--- config.mk ---
export PLATFORM = sky130hd
export DESIGN_NAME = irg_request_group
export DESIGN_NICKNAME = d
export VERILOG_FILES = /design/src/design/irg_pkg.sv /design/src/design/irg_flag_bit.sv /design/src/design/irg_request_group.sv
export SDC_FILE = /design/constraint.sdc
export NUM_CORES = 1
export LEC_CHECK = 0
export BUFFER_PORTS_ARGS = -buffer_cell sky130_fd_sc_hd__buf_4
export CAP_MARGIN = 25
export CELL_PAD_IN_SITES_DETAIL_PLACEMENT = 1
export CELL_PAD_IN_SITES_GLOBAL_PLACEMENT = 1
export CORE_UTILIZATION = 32
export CTS_BUF_LIST = sky130_fd_sc_hd__clkbuf_4
export CTS_CLUSTER_DIAMETER = 120
export CTS_CLUSTER_SIZE = 25
export DETAILED_ROUTE_END_ITERATION = 8
export PLACE_DENSITY = 0.93
export SYNTH_ARGS = -nofsm -noshare
export SYNTH_HDL_FRONTEND = slang
export SYNTH_SLANG_ARGS = --single-unit
--- constraint.sdc ---
create_clock -name clk -period 3.25 [get_ports clk]
set_input_delay 0.325 -clock clk [delete_from_list [all_inputs] [get_ports clk]]
set_output_delay 0.325 -clock clk [all_outputs]
set_load 0.005 [all_outputs]
--- src/design/irg_pkg.sv ---
// package: register map, field layout and reset values of the request group
package irg_pkg;

  // ****************************************
  // register map
  // ****************************************
  // printed offset is not a multiple of four: it is the word index
  localparam logic [11:0] REQ_GROUP_IDX   = 12'hfc6;
  localparam logic [13:0] REQ_GROUP_ADDR  = {REQ_GROUP_IDX, 2'b00};
  localparam logic [13:0] IRQ_STATUS_ADDR = 14'h0000;
  localparam logic [13:0] IRQ_MASK_ADDR   = 14'h0004;
  localparam logic [13:0] GLOBAL_EN_ADDR  = 14'h0008;
  localparam logic [13:0] ACK_ADDR        = 14'h000c;

  // ****************************************
  // field layout
  // ****************************************
  localparam int REQ_WIDTH     = 8;
  localparam int BIT_RESERVED  = 7;
  localparam int BIT_MCT       = 6;
  localparam int BIT_SER_RX    = 5;
  localparam int BIT_SER_TX    = 4;
  localparam int BIT_PORTC_LO  = 0;
  localparam int PORTC_PINS    = 4;
  localparam int BIT_GLOBAL_EN = 0;
  localparam int EVT_WIDTH     = 2;
  localparam int EVT_VECTOR    = 0;
  localparam int EVT_LATCH_OFF = 1;

  // ****************************************
  // reset values
  // ****************************************
  localparam logic [7:0] REQ_GROUP_RESET = 8'h00;
  localparam logic [1:0] EVT_RESET       = 2'h0;
  localparam logic       GLOBAL_EN_RESET = 1'b0;

  typedef enum logic [2:0] {
    IRG_SEL_NONE,
    IRG_SEL_REQ,
    IRG_SEL_STAT,
    IRG_SEL_MASK,
    IRG_SEL_GEN,
    IRG_SEL_ACK
  } irg_sel_t;

endpackage : irg_pkg

--- src/design/irg_flag_bit.sv ---
// one pending request flag with source set, software write and acknowledge
`timescale 1ns/1ps
`default_nettype none

module irg_flag_bit (
  input  wire logic clk,
  input  wire logic rst_b,
  input  wire logic srcReq,
  input  wire logic swWrite,
  input  wire logic swData,
  input  wire logic ackClr,
  output logic      flag
);

  logic flag_q;
  logic flag_d;

  // ****************************************
  // next value: a request wins over any clear
  // ****************************************
  assign flag_d = srcReq ? 1'b1 :
                  swWrite ? swData :
                  ackClr ? 1'b0 : flag_q;

  always_ff @(posedge clk or negedge rst_b) begin
    if (!rst_b) begin
      flag_q <= 1'b0;
    end else begin
      flag_q <= flag_d;
    end
  end

  assign flag = flag_q;

endmodule : irg_flag_bit

`default_nettype wire

--- src/design/irg_request_group.sv ---
// request group two: pending flags, vectored forward, avalon slave, interrupt
//
// How it works
// - a request from any source in the group sets that source's pending flag to one.
// - while global enable is on, any pending flag is forwarded to the core as a vectored request.
// - while global enable is off, flags still latch and the core can poll them over the bus.
// - bit six holds the multi-channel timer request.
// - bit five holds the second serial port receiver request.
// - bit four holds the second serial port transmitter request.
// - bits three to zero hold the port C pin requests, bit index equal to pin number.
`timescale 1ns/1ps
`default_nettype none

module irg_request_group #(
  parameter int PORTC_N = irg_pkg::PORTC_PINS
) (
  input  wire logic               clk,
  input  wire logic               rst_b,
  input  wire logic               multichannel_timer_request,
  input  wire logic               serial1_receive_request,
  input  wire logic               serial1_transmit_request,
  input  wire logic [PORTC_N-1:0] portc_pin_request,
  input  wire logic [7:0]         coreAck,
  output logic                    vectoredReq,
  output logic [7:0]              vectoredPending,
  input  wire logic [13:0]        address,
  input  wire logic               read,
  input  wire logic               write,
  input  wire logic [31:0]        writedata,
  input  wire logic [3:0]         byteenable,
  output logic [31:0]             readdata,
  output logic                    waitrequest,
  output logic                    response_err,
  output logic                    irq
);

  // ****************************************
  // bus decode
  // ****************************************
  logic       rdPending_q;
  logic       accept;
  logic       wrAccept;
  logic       lane0;
  logic       hitReq;
  logic       hitStat;
  logic       hitMask;
  logic       hitGen;
  logic       hitAck;
  irg_pkg::irg_sel_t sel;

  // read takes one wait cycle, write none
  assign waitrequest = read && !rdPending_q;
  assign accept      = (read && rdPending_q) || write;
  assign wrAccept    = write && lane0;
  assign lane0       = byteenable[0];
  assign hitReq      = address == irg_pkg::REQ_GROUP_ADDR;
  assign hitStat     = address == irg_pkg::IRQ_STATUS_ADDR;
  assign hitMask     = address == irg_pkg::IRQ_MASK_ADDR;
  assign hitGen      = address == irg_pkg::GLOBAL_EN_ADDR;
  assign hitAck      = address == irg_pkg::ACK_ADDR;
  assign sel = hitReq  ? irg_pkg::IRG_SEL_REQ  :
               hitStat ? irg_pkg::IRG_SEL_STAT :
               hitMask ? irg_pkg::IRG_SEL_MASK :
               hitGen  ? irg_pkg::IRG_SEL_GEN  :
               hitAck  ? irg_pkg::IRG_SEL_ACK  : irg_pkg::IRG_SEL_NONE;

  always_ff @(posedge clk or negedge rst_b) begin
    if (!rst_b) begin
      rdPending_q <= 1'b0;
    end else begin
      rdPending_q <= read && !rdPending_q;
    end
  end

  // ****************************************
  // source gathering
  // ****************************************
  logic [7:0] srcVec;
  logic [7:0] swWr;
  logic [7:0] ackVec;
  logic [7:0] flags;

  assign srcVec[irg_pkg::BIT_RESERVED]   = 1'b0;
  assign srcVec[irg_pkg::BIT_MCT]        = multichannel_timer_request;
  assign srcVec[irg_pkg::BIT_SER_RX]     = serial1_receive_request;
  assign srcVec[irg_pkg::BIT_SER_TX]     = serial1_transmit_request;
  assign srcVec[irg_pkg::BIT_PORTC_LO +: irg_pkg::PORTC_PINS] =
    portc_pin_request[irg_pkg::PORTC_PINS-1:0];

  logic reqWrite;
  logic ackWrite;
  assign reqWrite = wrAccept && (sel == irg_pkg::IRG_SEL_REQ);
  assign ackWrite = wrAccept && (sel == irg_pkg::IRG_SEL_ACK);
  assign swWr     = {8{reqWrite}};
  assign ackVec   = coreAck | (ackWrite ? writedata[7:0] : 8'h00);

  // ****************************************
  // pending flags
  // ****************************************
  genvar gi;
  generate
    for (gi = 0; gi < irg_pkg::BIT_RESERVED; gi++) begin : gFlag
      irg_flag_bit uFlag (
        .clk     (clk),
        .rst_b   (rst_b),
        .srcReq  (srcVec[gi]),
        .swWrite (swWr[gi]),
        .swData  (writedata[gi]),
        .ackClr  (ackVec[gi]),
        .flag    (flags[gi])
      );
    end
  endgenerate
  assign flags[irg_pkg::BIT_RESERVED] = 1'b0;

  // ****************************************
  // global enable and vectored forward
  // ****************************************
  logic globalEn_q;
  logic globalEn_d;
  assign globalEn_d = (wrAccept && sel == irg_pkg::IRG_SEL_GEN) ?
                      writedata[irg_pkg::BIT_GLOBAL_EN] : globalEn_q;

  always_ff @(posedge clk or negedge rst_b) begin
    if (!rst_b) begin
      globalEn_q <= irg_pkg::GLOBAL_EN_RESET;
    end else begin
      globalEn_q <= globalEn_d;
    end
  end

  logic [7:0] vecPend_q;
  always_ff @(posedge clk or negedge rst_b) begin
    if (!rst_b) begin
      vecPend_q <= irg_pkg::REQ_GROUP_RESET;
    end else begin
      vecPend_q <= globalEn_q ? flags : 8'h00;
    end
  end
  assign vectoredPending = vecPend_q;
  assign vectoredReq     = |vecPend_q;

  // ****************************************
  // event status and mask
  // ****************************************
  logic [1:0] evt;
  logic [1:0] stat_q;
  logic [1:0] stat_d;
  logic [1:0] mask_q;
  logic [1:0] mask_d;
  logic [1:0] w1c;
  logic       newReq;

  assign newReq = |(srcVec & ~flags);
  assign evt[irg_pkg::EVT_VECTOR]    = newReq && globalEn_q;
  assign evt[irg_pkg::EVT_LATCH_OFF] = newReq && !globalEn_q;
  assign w1c    = (wrAccept && sel == irg_pkg::IRG_SEL_STAT) ? writedata[1:0] : 2'b00;
  assign stat_d = evt | (stat_q & ~w1c);
  assign mask_d = (wrAccept && sel == irg_pkg::IRG_SEL_MASK) ? writedata[1:0] : mask_q;

  always_ff @(posedge clk or negedge rst_b) begin
    if (!rst_b) begin
      stat_q <= irg_pkg::EVT_RESET;
      mask_q <= irg_pkg::EVT_RESET;
    end else begin
      stat_q <= stat_d;
      mask_q <= mask_d;
    end
  end
  assign irq = |(stat_q & mask_q);

  // ****************************************
  // read data
  // ****************************************
  logic [31:0] rdata_q;
  logic [31:0] rdata_d;
  logic        err_q;
  logic        err_d;

  always_comb begin
    rdata_d = 32'h0;
    unique case (sel)
      irg_pkg::IRG_SEL_REQ:  rdata_d = {24'h0, flags};
      irg_pkg::IRG_SEL_STAT: rdata_d = {30'h0, stat_q};
      irg_pkg::IRG_SEL_MASK: rdata_d = {30'h0, mask_q};
      irg_pkg::IRG_SEL_GEN:  rdata_d = {31'h0, globalEn_q};
      irg_pkg::IRG_SEL_ACK:  rdata_d = 32'h0;
      irg_pkg::IRG_SEL_NONE: rdata_d = 32'h0;
    endcase
  end
  assign err_d = accept && (sel == irg_pkg::IRG_SEL_NONE);

  always_ff @(posedge clk or negedge rst_b) begin
    if (!rst_b) begin
      rdata_q <= 32'h0;
      err_q   <= 1'b0;
    end else begin
      rdata_q <= (read && !rdPending_q) ? rdata_d : rdata_q;
      err_q   <= err_d;
    end
  end
  assign readdata     = rdata_q;
  assign response_err = err_q;

endmodule : irg_request_group

`default_nettype wire

* After elaboration in Yosys (flattened, before gate mapping)
Cells that the tools add are included.
** Storage, ports and cells
- Logic and storage cells :: 87
- Bits of input ports :: 69
- Register bits after elaboration :: 53
- Output and inout bits :: 44
** Cells by class
- Equality and inequality tests :: 9
- Reductions and logical operators :: 27
- Bitwise operators :: 7
- Mux-type cells :: 30
** Operators with widths (number)
- 32-bit case mux with 5 select lines :: 1
- 14-bit by 4-bit == test with 1-bit output (second input constant) :: 2
- 1-bit two-way mux :: 21
- 3-bit nonzero test :: 7
- 8-bit OR reduction :: 2
- 3-bit two-way mux :: 5
- 14-bit == test (second input constant) :: 1
- 14-bit by 3-bit == test with 1-bit output (second input constant) :: 1
- 14-bit logical NOT :: 1
- 7-bit two-way mux :: 2
- 1-bit logical AND :: 11
- 7-bit by 8-bit AND with 8-bit output :: 1
- 7-bit inverter with 8-bit output :: 1
- 7-bit OR :: 1
- 3-bit by 2-bit == test with 1-bit output (second input constant) :: 2
- 3-bit == test (second input constant) :: 2
- 2-bit AND :: 2
- 2-bit OR reduction :: 2
- 3-bit by 1-bit == test with 1-bit output (second input constant) :: 1
- 3-bit logical NOT :: 1
- 1-bit logical NOT :: 2
- 2-bit two-way mux :: 1
- 2-bit inverter :: 1
- 2-bit OR :: 1
- 1-bit logical OR :: 1

* Logic depth before layout (Yosys ltp)
Gate-level depths: netlist of the first run.
- Depth in word-level cells :: 13
- Gate-level depth with buffers :: 6
- Depth with buffers taken out :: 4

* Modules after synthesis
From an unflattened synthesis of the first run, not the netlist that was laid out.
** Second synthesis, totals
- Cells, all modules :: 161
- Area, all modules :: 1584.0 µm²
** Modules (own cells, without submodules)
- irg_request_group :: sequential area each 525.5 µm², area an instance 1312.5 µm², cells each 140, instances 1
- irg_flag_bit :: sequential area each 25.0 µm², area an instance 38.8 µm², cells each 3, instances 7

* Worst setup path after synthesis of the first run
OpenSTA, ideal clock, no wires.
- Path kind :: input-to-reg
- From :: in address[4]
- To :: reg stat_q[1]
- Data required time :: 3.116 ns
- Setup time :: 0.134 ns
- Buffers on the path :: 1
- Slack :: 1.215 ns
- Data arrival time :: 1.901 ns
- Stages :: 5
- Cell sequence :: or4_4 > or4_4 > buf_6 > o41ai_1 > o21ai_1
** Between the ends
- Word-level cells in the longest chain between the ends :: 12
- Elaborated cells on any way between the ends :: 16
- Those cells by class :: eq/ne (5); mux (6); bitwise (3); reduce/logical (2)
** RTL lines
- from (decl) :: RTL line irg_request_group.sv:26 : input wire logic [13:0] address,
- 14-bit by 4-bit == test with 1-bit output :: RTL line irg_request_group.sv:60 : assign hitAck = address == irg_pkg::ACK_ADDR;
- 3-bit two-way mux :: RTL line irg_request_group.sv:65 : hitAck ? irg_pkg::IRG_SEL_ACK : irg_pkg::IRG_SEL_NONE;
- 3-bit two-way mux :: RTL line irg_request_group.sv:64 : hitGen ? irg_pkg::IRG_SEL_GEN :
- 3-bit two-way mux :: RTL line irg_request_group.sv:63 : hitMask ? irg_pkg::IRG_SEL_MASK :
- 3-bit two-way mux :: RTL line irg_request_group.sv:62 : hitStat ? irg_pkg::IRG_SEL_STAT :
- 3-bit two-way mux (*) :: RTL line irg_request_group.sv:61 : assign sel = hitReq ? irg_pkg::IRG_SEL_REQ :
- 3-bit by 2-bit == test with 1-bit output (*) :: RTL line irg_request_group.sv:157 : assign w1c = (wrAccept && sel == irg_pkg::IRG_SEL_STAT) ? writedata[1:0] : 2'b00;
- 1-bit logical AND (*) :: RTL line irg_request_group.sv:157
- 2-bit two-way mux (*) :: RTL line irg_request_group.sv:157
- 2-bit inverter (*) :: RTL line irg_request_group.sv:158 : assign stat_d = evt | (stat_q & ~w1c);
- 2-bit AND (*) :: RTL line irg_request_group.sv:158
- 2-bit OR (*) :: RTL line irg_request_group.sv:158
- net stat_d[1] :: RTL line irg_request_group.sv:148 : logic [1:0] stat_d;
- to (signal assigned) :: RTL line irg_request_group.sv:163 : stat_q <= irg_pkg::EVT_RESET;
- to (signal assigned) :: RTL line irg_request_group.sv:166 : stat_q <= stat_d;
- to (decl) :: RTL line irg_request_group.sv:147 : logic [1:0] stat_q;
Mark *: on every way through the listed nets, which the timed path passes. The rest lies on a longest branch.
A chain may end at the register's enable or synchronous reset.

* Worst setup path in the final report of the first run
- From :: in address[4]
- To :: reg stat_q[0]
Same word-level chain as after synthesis.

==> metrics.json, run 1 <==
{
  "timing.reg2reg.setup_slack_ns": 1.95,
  "htreeDepth": 1,
  "timing.final.setup_violations": 0,
  "worstRegToRegCells": 4,
  "number_of_flops_mapped_to_enable_cells_by_yosys": 0,
  "worst_skew_pair.late_latency_ns": 0.33,
  "dpl_hpwl_mm": 3.53,
  "fin_util_pct": 43.2,
  "synth.lib_cells_used.distinct": 39,
  "total_leakage_power_nw": 1.06,
  "hold_viol": 0,
  "clock_pin_transition_on_the_worst_setup_and_hold_timing_paths_ns": 0.15,
  "total_placed_instance_area_sq_mm": 0.00202,
  "synth.cell_area_sq_mm": 0.00164,
  "synth_commonest_cells": "28 x sky130_fd_sc_hd__dfrtp_1, 26 x sky130_fd_sc_hd__buf_4, 22 x sky130_fd_sc_hd__inv_1",
  "drt_wl_total_mm": 4.43,
  "cell_count_after_synthesis": 180,
  "yosys.cell_count.top_type": "sky130_fd_sc_hd__dfrtp_1",
  "max_clock_freq_ghz": 0.476,
  "ctsLongestPathBuffers": 2,
  "fin_crit_ns": 2.10,
  "num_rows": 25,
  "timing_max_transition_violations_final": 0,
  "hold_start": "portc_pin_request[3]",
  "die_w_microns": 73.5,
  "final_cell_area_excluding_filler_cells_sq_mm": 0.00208,
  "design_power_total_uw": 705,
  "finalCritPeriodShare_pct": 64.6,
  "final.fill_count": 612,
  "numClockSinks": 28,
  "placeableCoreArea_sq_mm": 0.00482,
  "post_route_cells_drive_above_1_share_pct": 29.4,
  "initial_antenna_violation_count": 0,
  "cap_viol_max_count": 0,
  "synthDominantAreaCellType": "sky130_fd_sc_hd__dfrtp_1",
  "setup.worst_path.class": "in2reg",
  "start_kind": "input pin",
  "first_global_vias": 1512,
  "worstHoldPathCells": 3,
  "post-route-drc-count": 0,
  "cts.root.buffer_cell": "sky130_fd_sc_hd__clkbuf_4",
  "detail_route.vias_per_cell": 4.77,
  "grt_setup_unrepaired": "no",
  "postRouteAntennaNets": 0,
  "post_cts.repair.setup_buffers": 0,
  "crit_path_max_fo": 11,
  "worst_ep_arrival_time_ns": 2.29,
  "timing.setup.tns_ns": 0,
  "tritoncts": "built",
  "pin_count_of_the_biggest_net_entering_global_routing": 29,
  "detailedRoute.firstIterationViolations": 58,
  "tightestPinTransition_ns": 0.761,
  "yosysSeqAreaShare_pct": 42.8,
  "die-area_sq_mm": 0.00541,
  "multi_input_comb_area_sq_um": 722,
  "synthArstFlopShare_pct": 100,
  "gr-usage-all-layers_pct": 17.5,
  "synthToLayoutAreaGrowth_pct": 27.0,
  "dieHeight_microns": 73.5,
  "power.density_cell_area_mw_per_mm2": 339,
  "syn-mean-instance-area_sq_um": 9.10,
  "hold_ws_ns": 0.193,
  "avgRoutedWirePerCell_microns": 14.7,
  "io_buffer_count": 57,
  "cts_made_buffers": 3,
  "synth-warning-count": 0,
  "cp_data_required_time_ns": 3.44,
  "reg2reg_to": "stat_q[0]$_DFF_PN0_",
  "critical_path_endpoint_category": "flip-flop",
  "ff_latch_area_sq_um": 701,
  "rr_startpoint": "gFlag[2].uFlag.flag$_DFFE_PN0P_",
  "final_nets": 305,
  "clock-skew-final_ns": 0.00539,
  "yosys_register_bits": 28,
  "timing.slew.headroom_pct": 48.8,
  "dr.pass1.iters": 4,
  "grt_pass1_wl_mm": 7.15,
  "antenna-diode-count": 0,
  "yosys.area.top_type_share_pct": 42.8,
  "irDropWorstVdd_mv": 0.158,
  "gp_congestion": 0.839,
  "start_util_pct": 34.0,
  "global_route.overflow_total": 0,
  "ctsResizeCount": 0,
  "netlist_top_cells_area": "sky130_fd_sc_hd__dfrtp_1 43%, sky130_fd_sc_hd__buf_4 12%, sky130_fd_sc_hd__inv_1 5.0%, sky130_fd_sc_hd__o311ai_1 3.2%, sky130_fd_sc_hd__and2_1 3.1%",
  "outcome": "finished clean",
  "hold_path.class": "in2reg",
  "io-pin-count": 113,
  "routed-via-count": 1441,
  "min_delay_worst_endpoint": "gFlag[3].uFlag.flag$_DFFE_PN0P_",
  "primary_ff_master_synth": "sky130_fd_sc_hd__dfrtp_1"
}
-- final cells by class --
cell class	count	share of cell area, %
well taps	67	4.03
inverters	22	3.97
multi-input cells	123	34.7
flip-flops and latches	28	33.7
clock inverters	1	1.44
repair buffers	58	21.1
clock buffers	3	1.08
-- placed cells by master (no fill, tap or decap) --
master,instances
sky130_fd_sc_hd__nand2b_1,2
sky130_fd_sc_hd__dfrtp_1,28
sky130_fd_sc_hd__nor4b_1,1
sky130_fd_sc_hd__a22oi_1,1
sky130_fd_sc_hd__nand3b_1,1
sky130_fd_sc_hd__or3_1,3
sky130_fd_sc_hd__conb_1,26
sky130_fd_sc_hd__o21ai_0,7
sky130_fd_sc_hd__a221oi_1,1
sky130_fd_sc_hd__nand3_1,9
sky130_fd_sc_hd__o311ai_1,6
sky130_fd_sc_hd__nor4_4,1
sky130_fd_sc_hd__nand4_1,2
sky130_fd_sc_hd__a22o_1,1
sky130_fd_sc_hd__mux2i_1,2
sky130_fd_sc_hd__a31oi_1,7
sky130_fd_sc_hd__nor3_1,5
sky130_fd_sc_hd__o221ai_1,1
sky130_fd_sc_hd__clkbuf_4,3
sky130_fd_sc_hd__nand4b_1,1
sky130_fd_sc_hd__or4_4,2
sky130_fd_sc_hd__a21oi_1,1
sky130_fd_sc_hd__nor4_1,1
sky130_fd_sc_hd__o22ai_1,2
sky130_fd_sc_hd__dlygate4sd3_1,1
sky130_fd_sc_hd__mux2_2,2
sky130_fd_sc_hd__and2_1,8
sky130_fd_sc_hd__nor2_1,5
sky130_fd_sc_hd__inv_1,22
sky130_fd_sc_hd__or3_2,1
sky130_fd_sc_hd__or4b_4,1
sky130_fd_sc_hd__buf_4,57
sky130_fd_sc_hd__nor4_2,1
sky130_fd_sc_hd__nand2_1,13
sky130_fd_sc_hd__o21ai_1,5
sky130_fd_sc_hd__bufinv_16,1
sky130_fd_sc_hd__o311ai_0,1
sky130_fd_sc_hd__o31ai_1,1
sky130_fd_sc_hd__o41ai_1,2
-- registers in the layout (all words and copies together) (netlist names) --
register          count
mask_q                2
vectoredPending       7
rdPending_q           1
stat_q                2
readdata              7
globalEn_q            1
response_err          1
gFlag.uFlag.flag      7
-- metal layers --
metal | vias to the layer above | wire length [microns] | GRT usage (%)
met5 | - | 0 | 0
met4 | 0 | 79 | 4.27
met3 | 10 | 256 | 4.53
met2 | 51 | 2290 | 31.7
met1 | 693 | 1800 | 20.4
li1 | 687 | - | -
-- report_power, final --
| part | internal [mW] | switching (mW) |
|---|---|---|
| registers | 0.358 | 0.00898 |
| logic | 0.0517 | 0.0562 |
| clock network | 0.125 | 0.105 |
-- cell families after synthesis --
kind of cell	synth area share [%]
muxes	2.60
AOI/OAI and AO/OA	14.7
DFF	42.8
other	0.229
and+or+nand+nor	20.8
buffers and inverters	18.9
-- per-stage QoR --
stage          std cells  worst slack (ns)
5_1_grt              302              1.05
6_report             302              1.15
3_3_place_gp         297             0.875
4_1_cts              302              1.15
2_1_floorplan        205              1.22
3_5_place_dp         297             0.840
-- worst max path at each step --
stage,start,end,slack [ns]
finish,address[4],stat_q[0]$_DFF_PN0_,1.15
global route,address[1],gFlag[1].uFlag.flag$_DFFE_PN0P_,1.05
CTS,address[1],gFlag[1].uFlag.flag$_DFFE_PN0P_,1.15
floorplan,address[4],stat_q[1]$_DFF_PN0_,1.22
global placement,address[1],gFlag[6].uFlag.flag$_DFFE_PN0P_,0.87
detailed placement,address[1],gFlag[1].uFlag.flag$_DFFE_PN0P_,0.84
-- repair_timing --
action	in CTS	in global routing
hold buffers	1	0
endpoints found under the setup margin	0	0
hold endpoints to repair	28	0
-- worst max-delay path, stage by stage --
cell and delay, ns:
sky130_fd_sc_hd__buf_4 0.12, sky130_fd_sc_hd__or4_4 0.54, sky130_fd_sc_hd__or4_4 0.65, sky130_fd_sc_hd__o41ai_1 0.46, sky130_fd_sc_hd__o21ai_1 0.19
(Power assumes the default switching activity.)
==> run 2, diff against run 1 <==
ABC_AREA = 1   (was not set)
CORE_UTILIZATION = 27   (was 32)
PLACE_DENSITY = 0.83   (was 0.93)
clock period = 1.86 ns   (was 3.25 ns; I/O delays follow)
==> run 2 against run 1 <==
  * The flow now finishes with violations (design-rule violations)
  * Synthesized cell count up 31%
  * Sequential share of layout area down 2.8 points
  * First-iteration DRC count down 38%
  * Utilization down 7.9 points
  * Combinational power up 85%
  * Synthesized area up 11%
  * Sequential power up 73%
  * Worst setup slack worse by 0.82 ns
  * Clock skew up 0.0013 ns
  * Via count up 16%
==> metrics.json, run 2 <==
{
  "violations": "design-rule violations",
  "path_cells": "nor4_1 > nand2_1 > buf_4",
  "syn-mean-instance-area_sq_um": 7.71,
  "critical_path.top_delay_family": "simple AND/OR/NAND/NOR gates",
  "clock_pin_transition_on_the_worst_setup_and_hold_timing_paths_ns": 0.16,
  "netlist_top_cells_area": "sky130_fd_sc_hd__dfrtp_1 38%, sky130_fd_sc_hd__buf_4 11%, sky130_fd_sc_hd__inv_1 9.7%, sky130_fd_sc_hd__nand2_1 7.8%, sky130_fd_sc_hd__nand4_1 7.6%",
  "hold_start": "coreAck[1]",
  "post_cts.repair.setup_buffers": 0,
  "timing.final.setup_violations": 0,
  "synth_commonest_cells": "47 x sky130_fd_sc_hd__inv_1, 38 x sky130_fd_sc_hd__nand2_1, 28 x sky130_fd_sc_hd__dfrtp_1",
  "timing_max_transition_violations_final": 0,
  "antenna-diode-count": 0,
  "ctsLongestPathBuffers": 2,
  "irDropWorstVdd_mv": 0.231,
  "cell_count_after_synthesis": 236,
  "outcome": "finished, violations left",
  "timing.setup.tns_ns": 0,
  "die-area_sq_mm": 0.00708,
  "start_util_pct": 28.3,
  "clock-skew-final_ns": 0.00669,
  "setup.worst_path.class": "reg2out",
  "detail_route.vias_per_cell": 4.49,
  "global_route.overflow_total": 0,
  "synth.lib_cells_used.distinct": 28,
  "routed-via-count": 1665,
  "htreeDepth": 1,
  "die_w_microns": 84.1,
  "critical_path_endpoint_category": "primary output",
  "mostFrequentLayoutCells": "59 x sky130_fd_sc_hd__buf_4, 47 x sky130_fd_sc_hd__inv_1, 38 x sky130_fd_sc_hd__nand2_1, 28 x sky130_fd_sc_hd__dfrtp_1, 26 x sky130_fd_sc_hd__conb_1",
  "avgRoutedWirePerCell_microns": 12.3,
  "gr-usage-all-layers_pct": 13.0,
  "cap_viol_max_count": 0,
  "placeableCoreArea_sq_mm": 0.00642,
  "first_global_vias": 1629,
  "yosys.area.top_type_share_pct": 38.5,
  "final_nets": 364,
  "hold_path.class": "in2reg",
  "rr_startpoint": "rdPending_q$_DFF_PN0_",
  "io_buffer_count": 57,
  "dieHeight_microns": 84.1,
  "yosys_register_bits": 28,
  "fin_crit_ns": 1.53,
  "power.density_cell_area_mw_per_mm2": 486,
  "post-route-drc-count": 8,
  "cts_made_buffers": 3,
  "postRouteAntennaNets": 0,
  "synthToLayoutAreaGrowth_pct": 24.4,
  "grt_setup_unrepaired": "no",
  "cpMaxStageDelayCell": "sky130_fd_sc_hd__dfrtp_1",
  "timing.critical_path.from": "vectoredPending[1]$_DFF_PN0_",
  "dpl_hpwl_mm": 3.67,
  "drt_wl_total_mm": 4.57,
  "critPathBufInv": 1,
  "yosys.cell_count.top_type": "sky130_fd_sc_hd__inv_1",
  "crit_path_max_fo": 2,
  "dr.pass1.iters": 6,
  "synthArstFlopShare_pct": 100,
  "worst_ep_arrival_time_ns": 1.34,
  "grt_pass1_wl_mm": 7.45,
  "tritoncts": "built",
  "post_route_cells_drive_above_1_share_pct": 25.9,
  "numClockSinks": 28,
  "number_of_flops_mapped_to_enable_cells_by_yosys": 0,
  "max_clock_freq_ghz": 0.653,
  "timing.reg2reg.setup_slack_ns": 0.48,
  "worst_skew_pair.late_latency_ns": 0.33,
  "yosysSeqAreaShare_pct": 38.5,
  "finalCritPeriodShare_pct": 82.3,
  "cp_data_required_time_ns": 1.67,
  "gp_congestion": 0.846,
  "hold_viol": 0,
  "design_power_total_mw": 1.10,
  "synth.cell_area_sq_mm": 0.00182,
  "cts.root.buffer_cell": "sky130_fd_sc_hd__clkbuf_4",
  "synth-warning-count": 0,
  "detailedRoute.firstIterationViolations": 36,
  "largest_stage_delay_worst_path_ns": 0.42,
  "primary_ff_master_synth": "sky130_fd_sc_hd__dfrtp_1",
  "final_common_cell": "sky130_fd_sc_hd__buf_4",
  "io-pin-count": 113,
  "start_kind": "flip-flop",
  "initial_antenna_violation_count": 0,
  "total_leakage_power_nw": 1.26,
  "pin_count_of_the_biggest_net_entering_global_routing": 29,
  "num_rows": 29,
  "synthDominantAreaCellType": "sky130_fd_sc_hd__dfrtp_1"
}
run 2: cell count changes after synthesis, moves of 4 or more:
cell / before / now
sky130_fd_sc_hd__o31ai_1: 1 / 5
sky130_fd_sc_hd__and2_1: 8 / 0
sky130_fd_sc_hd__a31oi_1: 7 / 0
sky130_fd_sc_hd__nand4_1: 2 / 22
sky130_fd_sc_hd__inv_1: 22 / 47
sky130_fd_sc_hd__nand2_1: 13 / 38
sky130_fd_sc_hd__o311ai_1: 6 / 0
sky130_fd_sc_hd__o21ai_1: 5 / 1
sky130_fd_sc_hd__o21bai_1: 0 / 4
sky130_fd_sc_hd__nand3_1: 9 / 13
sky130_fd_sc_hd__nor2_1: 5 / 14
run 2: area by class of cell:
cell class                      count  area [sq um]
Fill cell                         822          4160
Multi-Input combinational cell    154           808
Timing Repair Buffer               60           453
Inverter                           48           180
Clock inverter                      1          3.75
Sequential cell                    28           701
Clock buffer                        3          22.5
Tap cell                           77          96.3
run 2: stage by stage:
stage | std cells | setup WS (ns) | cell area, sq um | hold slack [ns] | util, %
4_1_cts | 371 | 0.289 | 2260 | 0.103 | 35.3
3_5_place_dp | 366 | 0.412 | 2230 | 0.134 | 34.7
6_report | 371 | 0.329 | 2260 | 0.103 | 35.3
3_3_place_gp | 366 | 0.489 | 2230 | 0.123 | 34.7
5_1_grt | 371 | 0.267 | 2260 | 0.0963 | 35.3
2_1_floorplan | 261 | 0.651 | 1910 | -0.110 | -
run 2: what timing repair did:
item | in CTS | in global routing
hold buffers | 1 | 0
gates resized for setup | 0 | 0
setup endpoints to repair | 0 | 0
hold endpoints to repair | 28 | 0
run 2: worst paths after layout:
path | to | cells after the start
max in group asynchronous | vectoredPending[0]$_DFF_PN0_ | 2
hold reg to reg | vectoredPending[2]$_DFF_PN0_ | 2
hold / removal | gFlag[1].uFlag.flag$_DFFE_PN0P_ | 4
setup reg to reg | readdata[5]$_DFFE_PN0P_ | 3
setup / recovery | vectoredReq | 3
min in group asynchronous | readdata[5]$_DFFE_PN0P_ | 2
run 2: per-layer routing:
metal	wire length (microns)	track usage, %	up-vias
li1	-	-	824
met1	2080	16.1	790
met2	2250	23.2	49
met3	218	2.37	2
met4	28	3.29	0
met5	0	0	-
run 2: cells by family after synthesis:
| group | count (synthesis) | synth area share (%) |
|---|---|---|
| AND/OR/NAND/NOR | 98 | 26.9 |
| buffers and inverters | 79 | 22.3 |
| AO/OA/AOI/OAI | 30 | 12.1 |
| flip-flops | 28 | 38.5 |
| other | 1 | 0.206 |
run 2: power breakdown:
part | internal, mW | switching (mW)
registers | 0.622 | 0.0113
clock network | 0.0787 | 0.189
logic | 0.0894 | 0.111
total | 0.791 | 0.311
run 2: tightest hold or removal path, stage by stage:
cell	delay, ns
sky130_fd_sc_hd__buf_4	0.08
sky130_fd_sc_hd__inv_1	0.03
sky130_fd_sc_hd__nand4_1	0.07
sky130_fd_sc_hd__o21bai_1	0.06
